[src/hw/psit_pkg.sv]
package psit_pkg;
    localparam int unsigned PERF_N = 4;
    localparam logic [7:0] IDX_SUMMARY = 8'h50;
    localparam logic [7:0] IDX_LIVE = 8'h52;
    localparam logic [7:0] IDX_LATCHED = 8'h54;
    localparam logic [7:0] IDX_IRQ_EN = 8'h56;
    localparam logic [7:0] IDX_CTRL = 8'h58;
    localparam logic [7:0] IDX_CLEAR = 8'h5a;
    localparam int unsigned SUM_PORT = 9;
    localparam int unsigned SUM_LINE = 8;
    localparam int unsigned SUM_TRAIL = 7;
    localparam int unsigned SUM_FEAC = 6;
    localparam int unsigned SUM_HDLC = 5;
    localparam int unsigned SUM_BERT = 4;
    localparam int unsigned SUM_FRAMER = 0;
    localparam int unsigned BIT_OVL = 2;
    localparam int unsigned BIT_LOL = 1;
    localparam int unsigned BIT_PMD = 0;
    localparam int unsigned BIT_RXCLK = 7;
    localparam int unsigned BIT_TXCLK = 6;
    localparam int unsigned CTRL_GIE = 0;
    localparam int unsigned CTRL_PMU = 1;
    localparam logic [15:0] LAT_MASK = 16'h00c7;
    localparam logic [15:0] EN_MASK = 16'h0007;
    localparam logic [15:0] CTRL_MASK = 16'h0003;
    localparam logic [15:0] REG_RST = 16'h0000;
    typedef struct packed {
        logic line_code;
        logic trail_trace;
        logic far_end_alarm;
        logic hdlc;
        logic bit_tester;
        logic ds3_framer;
        logic e3_framer;
    } psit_sub_type;
    typedef struct packed {
        logic tx_driver_overload;
        logic rx_lock_lost;
        logic perf_update_done;
    } psit_live_type;
endpackage

[src/hw/psit_sticky.sv]
`timescale 1ns/10ps
`default_nettype none
module psit_sticky
    import psit_pkg::*;
#(
    parameter int unsigned W = 16
) (
    input wire logic clk, // clock
    input wire logic rstn, // async reset
    input wire logic [W-1:0] set_evt, // event per bit
    input wire logic [W-1:0] clr, // write-one clear per bit
    output logic [W-1:0] q // sticky bits
);
    logic [W-1:0] q_r;

    genvar i;
    generate
        for (i = 0; i < W; i++) begin : g_bit
            // a set in the clearing cycle wins
            always_ff @(posedge clk or negedge rstn) begin
                if (!rstn) begin
                    q_r[i] <= 1'b0;
                end else begin
                    q_r[i] <= set_evt[i] | (q_r[i] & ~clr[i]);
                end
            end
        end
    endgenerate

    assign q = q_r;
endmodule
`default_nettype wire

[src/hw/psit_top.sv]
`timescale 1ns/10ps
`default_nettype none
module psit_top
    import psit_pkg::*;
(
    input wire logic clk, // 200 MHz clock
    input wire logic rstn, // async reset
    input wire logic [7:0] avs_address, // word index
    input wire logic avs_read, // read request
    input wire logic avs_write, // write request
    input wire logic [31:0] avs_writedata, // write data
    input wire logic [3:0] avs_byteenable, // byte lanes
    output logic [31:0] avs_readdata, // read data
    output logic avs_waitrequest, // stall
    input wire logic tx_driver_overload, // driver monitor level
    input wire logic rx_lock_lost, // recovery loop unlocked
    input wire logic [PERF_N-1:0] perf_done, // per-source update done
    input wire logic [PERF_N-1:0] perf_active, // source takes part
    input wire logic rx_line_clock_pin, // receive line clock
    input wire logic rx_recovered_clock, // recovered clock
    input wire logic tx_input_clock_pin, // transmit input clock
    input wire psit_sub_type sub_pending, // sub-block pending
    input wire logic framer_is_e3, // active framer select
    output logic perf_update_request, // update request level
    output logic irq // interrupt level
);
    logic req;
    logic ack_r;
    logic wr_go;
    logic [15:0] wdata;
    logic lo_we;
    logic hi_we;
    logic [15:0] en_r;
    logic [15:0] ctrl_r;
    logic [15:0] lat_q;
    logic [15:0] lat_set;
    logic [15:0] lat_clr;
    psit_live_type live_nxt;
    psit_live_type live_r;
    logic rxclk_d_r;
    logic recclk_d_r;
    logic txclk_d_r;
    logic [15:0] sum_nxt;
    logic [15:0] sum_r;
    logic irq_r;
    logic [15:0] rd_val;
    logic [31:0] rdata_r;

    // bus: one wait cycle, then the answer
    assign req = avs_read | avs_write;
    assign avs_waitrequest = req & ~ack_r;
    assign wr_go = avs_write & ack_r;
    assign wdata = avs_writedata[15:0];
    assign lo_we = wr_go & avs_byteenable[0];
    assign hi_we = wr_go & avs_byteenable[1];

    always_ff @(posedge clk or negedge rstn) begin
        if (!rstn) begin
            ack_r <= 1'b0;
        end else begin
            ack_r <= req & ~ack_r;
        end
    end

    always_ff @(posedge clk or negedge rstn) begin
        if (!rstn) begin
            en_r <= REG_RST;
        end else if (lo_we && avs_address == IDX_IRQ_EN) begin
            en_r <= wdata & EN_MASK;
        end
    end

    always_ff @(posedge clk or negedge rstn) begin
        if (!rstn) begin
            ctrl_r <= REG_RST;
        end else if (lo_we && avs_address == IDX_CTRL) begin
            ctrl_r <= wdata & CTRL_MASK;
        end
    end

    // host keeps request high until update done is seen
    assign perf_update_request = ctrl_r[CTRL_PMU];

    // live status
    always_comb begin
        live_nxt.tx_driver_overload = tx_driver_overload;
        live_nxt.rx_lock_lost = rx_lock_lost;
        live_nxt.perf_update_done = &(perf_done | ~perf_active);
    end

    always_ff @(posedge clk or negedge rstn) begin
        if (!rstn) begin
            live_r <= '0;
        end else begin
            live_r <= live_nxt;
        end
    end

    always_ff @(posedge clk or negedge rstn) begin
        if (!rstn) begin
            rxclk_d_r <= 1'b0;
            recclk_d_r <= 1'b0;
            txclk_d_r <= 1'b0;
        end else begin
            rxclk_d_r <= rx_line_clock_pin;
            recclk_d_r <= rx_recovered_clock;
            txclk_d_r <= tx_input_clock_pin;
        end
    end

    // latched events: rising edges of live bits, toggles of clocks
    always_comb begin
        lat_set = 16'h0000;
        lat_set[BIT_RXCLK] = (rx_line_clock_pin ^ rxclk_d_r)
            | (rx_recovered_clock ^ recclk_d_r);
        lat_set[BIT_TXCLK] = tx_input_clock_pin ^ txclk_d_r;
        lat_set[BIT_OVL] = live_nxt.tx_driver_overload
            & ~live_r.tx_driver_overload;
        lat_set[BIT_LOL] = live_nxt.rx_lock_lost & ~live_r.rx_lock_lost;
        lat_set[BIT_PMD] = live_nxt.perf_update_done
            & ~live_r.perf_update_done;
    end

    // write one clears, through the latched or the clear register
    assign lat_clr = (lo_we && (avs_address == IDX_LATCHED || avs_address == IDX_CLEAR))
        ? (wdata & LAT_MASK) : 16'h0000;

    psit_sticky #(
        .W(16)
    ) u_lat (
        .clk(clk),
        .rstn(rstn),
        .set_evt(lat_set),
        .clr(lat_clr),
        .q(lat_q)
    );

    // summary follows its sources and clears by itself
    always_comb begin
        sum_nxt = 16'h0000;
        sum_nxt[SUM_PORT] = |(lat_q & en_r);
        sum_nxt[SUM_LINE] = sub_pending.line_code;
        sum_nxt[SUM_TRAIL] = sub_pending.trail_trace;
        sum_nxt[SUM_FEAC] = sub_pending.far_end_alarm;
        sum_nxt[SUM_HDLC] = sub_pending.hdlc;
        sum_nxt[SUM_BERT] = sub_pending.bit_tester;
        sum_nxt[SUM_FRAMER] = framer_is_e3 ? sub_pending.e3_framer
            : sub_pending.ds3_framer;
    end

    always_ff @(posedge clk or negedge rstn) begin
        if (!rstn) begin
            sum_r <= REG_RST;
        end else begin
            sum_r <= sum_nxt;
        end
    end

    always_ff @(posedge clk or negedge rstn) begin
        if (!rstn) begin
            irq_r <= 1'b0;
        end else begin
            irq_r <= (|sum_nxt) & ctrl_r[CTRL_GIE];
        end
    end

    assign irq = irq_r;

    always_comb begin
        case (avs_address)
            IDX_SUMMARY: rd_val = sum_r;
            IDX_LIVE: rd_val = {13'h0, live_r};
            IDX_LATCHED: rd_val = lat_q;
            IDX_IRQ_EN: rd_val = en_r;
            IDX_CTRL: rd_val = ctrl_r;
            default: rd_val = 16'h0000;
        endcase
    end

    always_ff @(posedge clk or negedge rstn) begin
        if (!rstn) begin
            rdata_r <= 32'h0000_0000;
        end else if (avs_read && !ack_r) begin
            rdata_r <= {16'h0000, rd_val};
        end
    end

    assign avs_readdata = rdata_r;

    // upper byte has no writable bits
    logic hi_unused;
    assign hi_unused = hi_we;

    port_sum_a: assert property (@(posedge clk) disable iff (!rstn)
        sum_r[SUM_PORT] == $past(|(lat_q & en_r)))
        else $error("port summary bit wrong");

    line_sum_a: assert property (@(posedge clk) disable iff (!rstn)
        sum_r[SUM_LINE] == $past(sub_pending.line_code))
        else $error("line code summary wrong");

    trail_sum_a: assert property (@(posedge clk) disable iff (!rstn)
        sum_r[SUM_TRAIL] == $past(sub_pending.trail_trace))
        else $error("trail trace summary wrong");

    feac_sum_a: assert property (@(posedge clk) disable iff (!rstn)
        sum_r[SUM_FEAC] == $past(sub_pending.far_end_alarm))
        else $error("far-end alarm summary wrong");

    hdlc_sum_a: assert property (@(posedge clk) disable iff (!rstn)
        sum_r[SUM_HDLC] == $past(sub_pending.hdlc))
        else $error("hdlc summary wrong");

    bert_sum_a: assert property (@(posedge clk) disable iff (!rstn)
        sum_r[SUM_BERT] == $past(sub_pending.bit_tester))
        else $error("bit tester summary wrong");

    framer_sum_a: assert property (@(posedge clk) disable iff (!rstn)
        sum_r[SUM_FRAMER] == ($past(framer_is_e3) ? $past(sub_pending.e3_framer)
            : $past(sub_pending.ds3_framer)) && sum_r[3:1] == 3'h0)
        else $error("framer summary wrong");

    irq_pin_a: assert property (@(posedge clk) disable iff (!rstn)
        irq == ((|$past(sum_nxt)) && $past(ctrl_r[CTRL_GIE])))
        else $error("interrupt pin wrong");

    overload_live_a: assert property (@(posedge clk) disable iff (!rstn)
        live_r.tx_driver_overload == $past(tx_driver_overload))
        else $error("overload live bit wrong");

    lock_live_a: assert property (@(posedge clk) disable iff (!rstn)
        $rose(rx_lock_lost) |=> live_r.rx_lock_lost)
        else $error("loss of lock live bit missed");

    perf_and_a: assert property (@(posedge clk) disable iff (!rstn)
        (|(perf_active & ~perf_done)) |=> !live_r.perf_update_done)
        else $error("update done high too early");

    rxclk_act_a: assert property (@(posedge clk) disable iff (!rstn)
        $changed(rx_line_clock_pin) |-> ##1 lat_q[BIT_RXCLK])
        else $error("rx clock activity not latched");

    txclk_act_a: assert property (@(posedge clk) disable iff (!rstn)
        $changed(tx_input_clock_pin) |-> ##1 lat_q[BIT_TXCLK])
        else $error("tx clock activity not latched");

    edge_latch_a: assert property (@(posedge clk) disable iff (!rstn)
        $rose(live_r.rx_lock_lost) |-> lat_q[BIT_LOL])
        else $error("loss of lock edge not latched");

    en_gate_a: assert property (@(posedge clk) disable iff (!rstn)
        (en_r == 16'h0000) |=> !sum_r[SUM_PORT])
        else $error("disabled bit raised summary");

    gie_gate_a: assert property (@(posedge clk) disable iff (!rstn)
        !ctrl_r[CTRL_GIE] |=> !irq)
        else $error("pin driven without global enable");

    w1c_clear_a: assert property (@(posedge clk) disable iff (!rstn)
        (lat_clr[BIT_OVL] && !lat_set[BIT_OVL]) |=> !lat_q[BIT_OVL])
        else $error("latched bit not cleared");

    ovl_latch_a: assert property (@(posedge clk) disable iff (!rstn)
        $rose(live_r.tx_driver_overload) |-> lat_q[BIT_OVL])
        else $error("overload edge not latched");

    pmd_latch_a: assert property (@(posedge clk) disable iff (!rstn)
        $rose(live_r.perf_update_done) |-> lat_q[BIT_PMD])
        else $error("update done edge not latched");

    rec_act_a: assert property (@(posedge clk) disable iff (!rstn)
        $changed(rx_recovered_clock) |-> ##1 lat_q[BIT_RXCLK])
        else $error("recovered clock activity not latched");

    lat_resv_a: assert property (@(posedge clk) disable iff (!rstn)
        (lat_q & ~LAT_MASK) == 16'h0000)
        else $error("reserved latched bit set");

    en_resv_a: assert property (@(posedge clk) disable iff (!rstn)
        (en_r & ~EN_MASK) == 16'h0000)
        else $error("reserved enable bit set");

    sum_clear_a: assert property (@(posedge clk) disable iff (!rstn)
        !(|(lat_q & en_r)) |=> !sum_r[SUM_PORT])
        else $error("port summary did not clear");
endmodule
`default_nettype wire

[config.mk]
export PLATFORM = sky130hd
export DESIGN_NAME = psit_top
export DESIGN_NICKNAME = d
export VERILOG_FILES = /design/src/hw/psit_pkg.sv /design/src/hw/psit_sticky.sv /design/src/hw/psit_top.sv
export SDC_FILE = /design/constraint.sdc
export NUM_CORES = 1
export LEC_CHECK = 0
export BUFFER_PORTS_ARGS = -buffer_cell sky130_fd_sc_hd__clkbuf_2
export CORE_MARGIN = 10
export CORE_UTILIZATION = 52
export CTS_CLUSTER_SIZE = 28
export DETAILED_ROUTE_END_ITERATION = 10
export PLACE_DENSITY = 0.91
export REMOVE_ABC_BUFFERS = 1
export SLEW_MARGIN = 25
export SYNTH_ARGS = -nofsm -noshare
export SYNTH_HDL_FRONTEND = slang
export SYNTH_HIERARCHICAL = 1
export SYNTH_SLANG_ARGS = --single-unit
export TNS_END_PERCENT = 20
[constraint.sdc]
create_clock -name clk -period 3.85 [get_ports clk]
set_input_delay 0.1925 -clock clk [delete_from_list [all_inputs] [get_ports clk]]
set_output_delay 0.1925 -clock clk [all_outputs]
set_load 0.005 [all_outputs]
==> flow_summary.json <==
{
  "synthTopCellsByArea": "dfrtp_1 (54%), a21o_1 (5.0%), buf_4 (5.0%), mux2i_1 (3.8%), nand2_1 (3.8%)",
  "finalHoldViolations": 30,
  "synthTopCellsByCount": "dfrtp_1 (52), nand2_1 (24), inv_1 (21)",
  "path_cells": "clkbuf_2, nor3b_1, a21oi_1, nor3_2, and2_1, inv_1, a21o_1",
  "synth_warnings": 6,
  "postSynthRegisterBits": 52,
  "seq_area_frac_synth": 0.543,
  "vias": 1696,
  "path_delay_family": "simple AND/OR/NAND/NOR gates",
  "synthDistinctLibCells": 38,
  "cts-root-buf": "clkbuf_8",
  "async_reset_ff_frac": 1.00,
  "rows": 24,
  "synth_edf_count": 0,
  "pre_cts_ws_ns": 1.80,
  "num-nets-final": 367,
  "yosys.area.top_type_share": 0.543,
  "syn2layout_area_growth_pct": 19.4,
  "layout_min_cycle_time_ns": 1.70,
  "p_per_area_nw_per_um2": 343,
  "diodes": 0,
  "grt_pass1_vias": 1760,
  "htreeDepth": 2,
  "synth_flop_cell": "dfrtp_1",
  "via_per_inst": 4.83,
  "syn_area_um2": 2400,
  "cap_violations": 0,
  "slew_viol_final": 0,
  "drt_iter0_drc": 88,
  "crit_type": "input port to flop",
  "clock_skew_ns": 0.0111,
  "critPathCaptureType": "flop",
  "critical_path_buf_inv_count": 2,
  "fin_crit_sh": 0.442,
  "tritoncts": "yes",
  "hold_path_class": "input port to asynchronous set/reset pin",
  "die_w_um": 87.9,
  "timing.final.ws_setup_ns": 2.15,
  "die_area_um2": 7730,
  "critPathLaunchType": "input port",
  "grt_max_degree": 53,
  "rsz0062_at_grt": "no",
  "hold_ws_ns": -0.0141,
  "vdd_drop_max_mv": 0.279,
  "port_buffers": 57,
  "failed_checks": "hold timing",
  "gp_congestion": 0.787,
  "final_util": 0.649,
  "slew_headroom": 0.576,
  "globalRouteOverflowTotal": 0,
  "clkSinkCount": 52,
  "core_um2": 4410,
  "die_h_um": 87.9,
  "wire_per_inst_um": 14.5,
  "grt_pass1_wl_um": 8330,
  "p_leak_nw": 1.45,
  "yosys.area.top_type": "dfrtp_1",
  "synthesis.instances": 212,
  "ant_nets": 0,
  "slowest_stage": "nor3b_1",
  "fillers": 361,
  "drive_gt1_frac": 0.274,
  "multi_input_area_um2": 967,
  "status": "finished, violations left",
  "io_pins": 104,
  "cts.reportedPaths.clkPinSlew_ns": 0.09,
  "dp.cells": 336,
  "cts_buffers": 5,
  "grt_use_total": 0.136,
  "clock.fmax_mhz": 588,
  "cts_buffer_depth": 2,
  "clk_latency_ns": 0.30,
  "synth.most_common_cell": "dfrtp_1",
  "max_slew.worst_pin.slew_ns": 0.637,
  "drt-total-wl_um": 5080,
  "cp_data_arrival_time_ns": 1.89,
  "total_power_uw": 983,
  "start_util": 0.543,
  "setup_viol": 0,
  "crit_required_ns": 4.04,
  "regArea_um2": 1300,
  "hpwl_um": 4010,
  "crit_fanout": 15,
  "avgSynthCellArea_um2": 11.3,
  "fin_cells": 351,
  "drc": 0,
  "max_stage_delay_ns": 0.55,
  "cts_setup_buffers": 0,
  "fin_area_um2": 2860,
  "placed_cell_area_um2": 2700,
  "dr.pass1.iters": 4,
  "antenna_found_initial": 0,
  "tns_ns": 0
}
[final timing paths]
path | start | end | slack, ns | cells past startpoint
min in group clk | rx_line_clock_pin | rxclk_d_r | 0.02 | 1
max | avs_address[2] | u_lat/q[1] | 2.15 | 7
min reg2reg | u_lat/q[9] | u_lat/q[9] | 0.48 | 1
max reg2reg | ack_r | avs_readdata[2] | 2.44 | 2
max in group asynchronous | rstn | avs_readdata[5] | 3.43 | 2
min | rstn | u_lat/q[2] | -0.01 | 2
[kinds of logic after synthesis]
family                 Yosys count  share of synthesized area
flip-flops                      52                      0.543
XOR/XNOR                         3                     0.0110
AND/OR/NAND/NOR                 54                      0.124
buffers and inverters           44                      0.113
other                            1                    0.00156
AO/OA/AOI/OAI                   42                      0.137
multiplexers                    16                     0.0704
[per-layer routing]
metal,global-route usage,part of all wire
met1,0.155,0.39
met2,0.233,0.51
met3,0.0548,0.087
met4,0.0304,0.0090
met5,0,0
[registers in the layout, summed over array words and instances (netlist names), 2 cells and up]
name,cells
ctrl_r,2
live_r,3
sum_r,7
en_r,3
u_lat/q,16
avs_readdata,16
[layout make-up]
| cell class | instances | area share |
|---|---|---|
| clock buffer | 6 | 0.0253 |
| sequential | 52 | 0.454 |
| timing repair buffer | 65 | 0.127 |
| multi-input combinational | 153 | 0.338 |
| clock inverter | 2 | 0.00568 |
| inverter | 21 | 0.0275 |
| tap | 52 | 0.0227 |
[power by group]
group / total (mW) / internal [mW] / switching [mW]
Combinational: 0.106 / 0.0448 / 0.0607
Sequential: 0.574 / 0.564 / 0.00973
Clock: 0.304 / 0.130 / 0.174
Total: 0.983 / 0.738 / 0.244
[cell usage in the layout (no fill, tap or decap), drive strengths merged, types with 2 or more instances in the layout]
cell | Yosys | layout
nor2 | 5 | 5
nor3 | 2 | 2
nand3 | 2 | 2
nand2b | 3 | 3
nand2 | 24 | 24
o31ai | 7 | 7
xnor2 | 2 | 2
conb | 1 | 38
nor2b | 6 | 6
dlygate4sd3 | 0 | 7
mux2i | 9 | 9
mux2 | 7 | 7
inv | 21 | 21
o21ai | 8 | 8
and4b | 2 | 2
dfrtp | 52 | 52
a21o | 16 | 16
a21oi | 3 | 3
clkbuf | 0 | 63
and2 | 5 | 5
[repair_timing]
action,in CTS,in global routing
resized for setup,0,0
endpoints found under the hold margin,5,2
hold buffers,5,2
(Power assumes the default switching activity.)
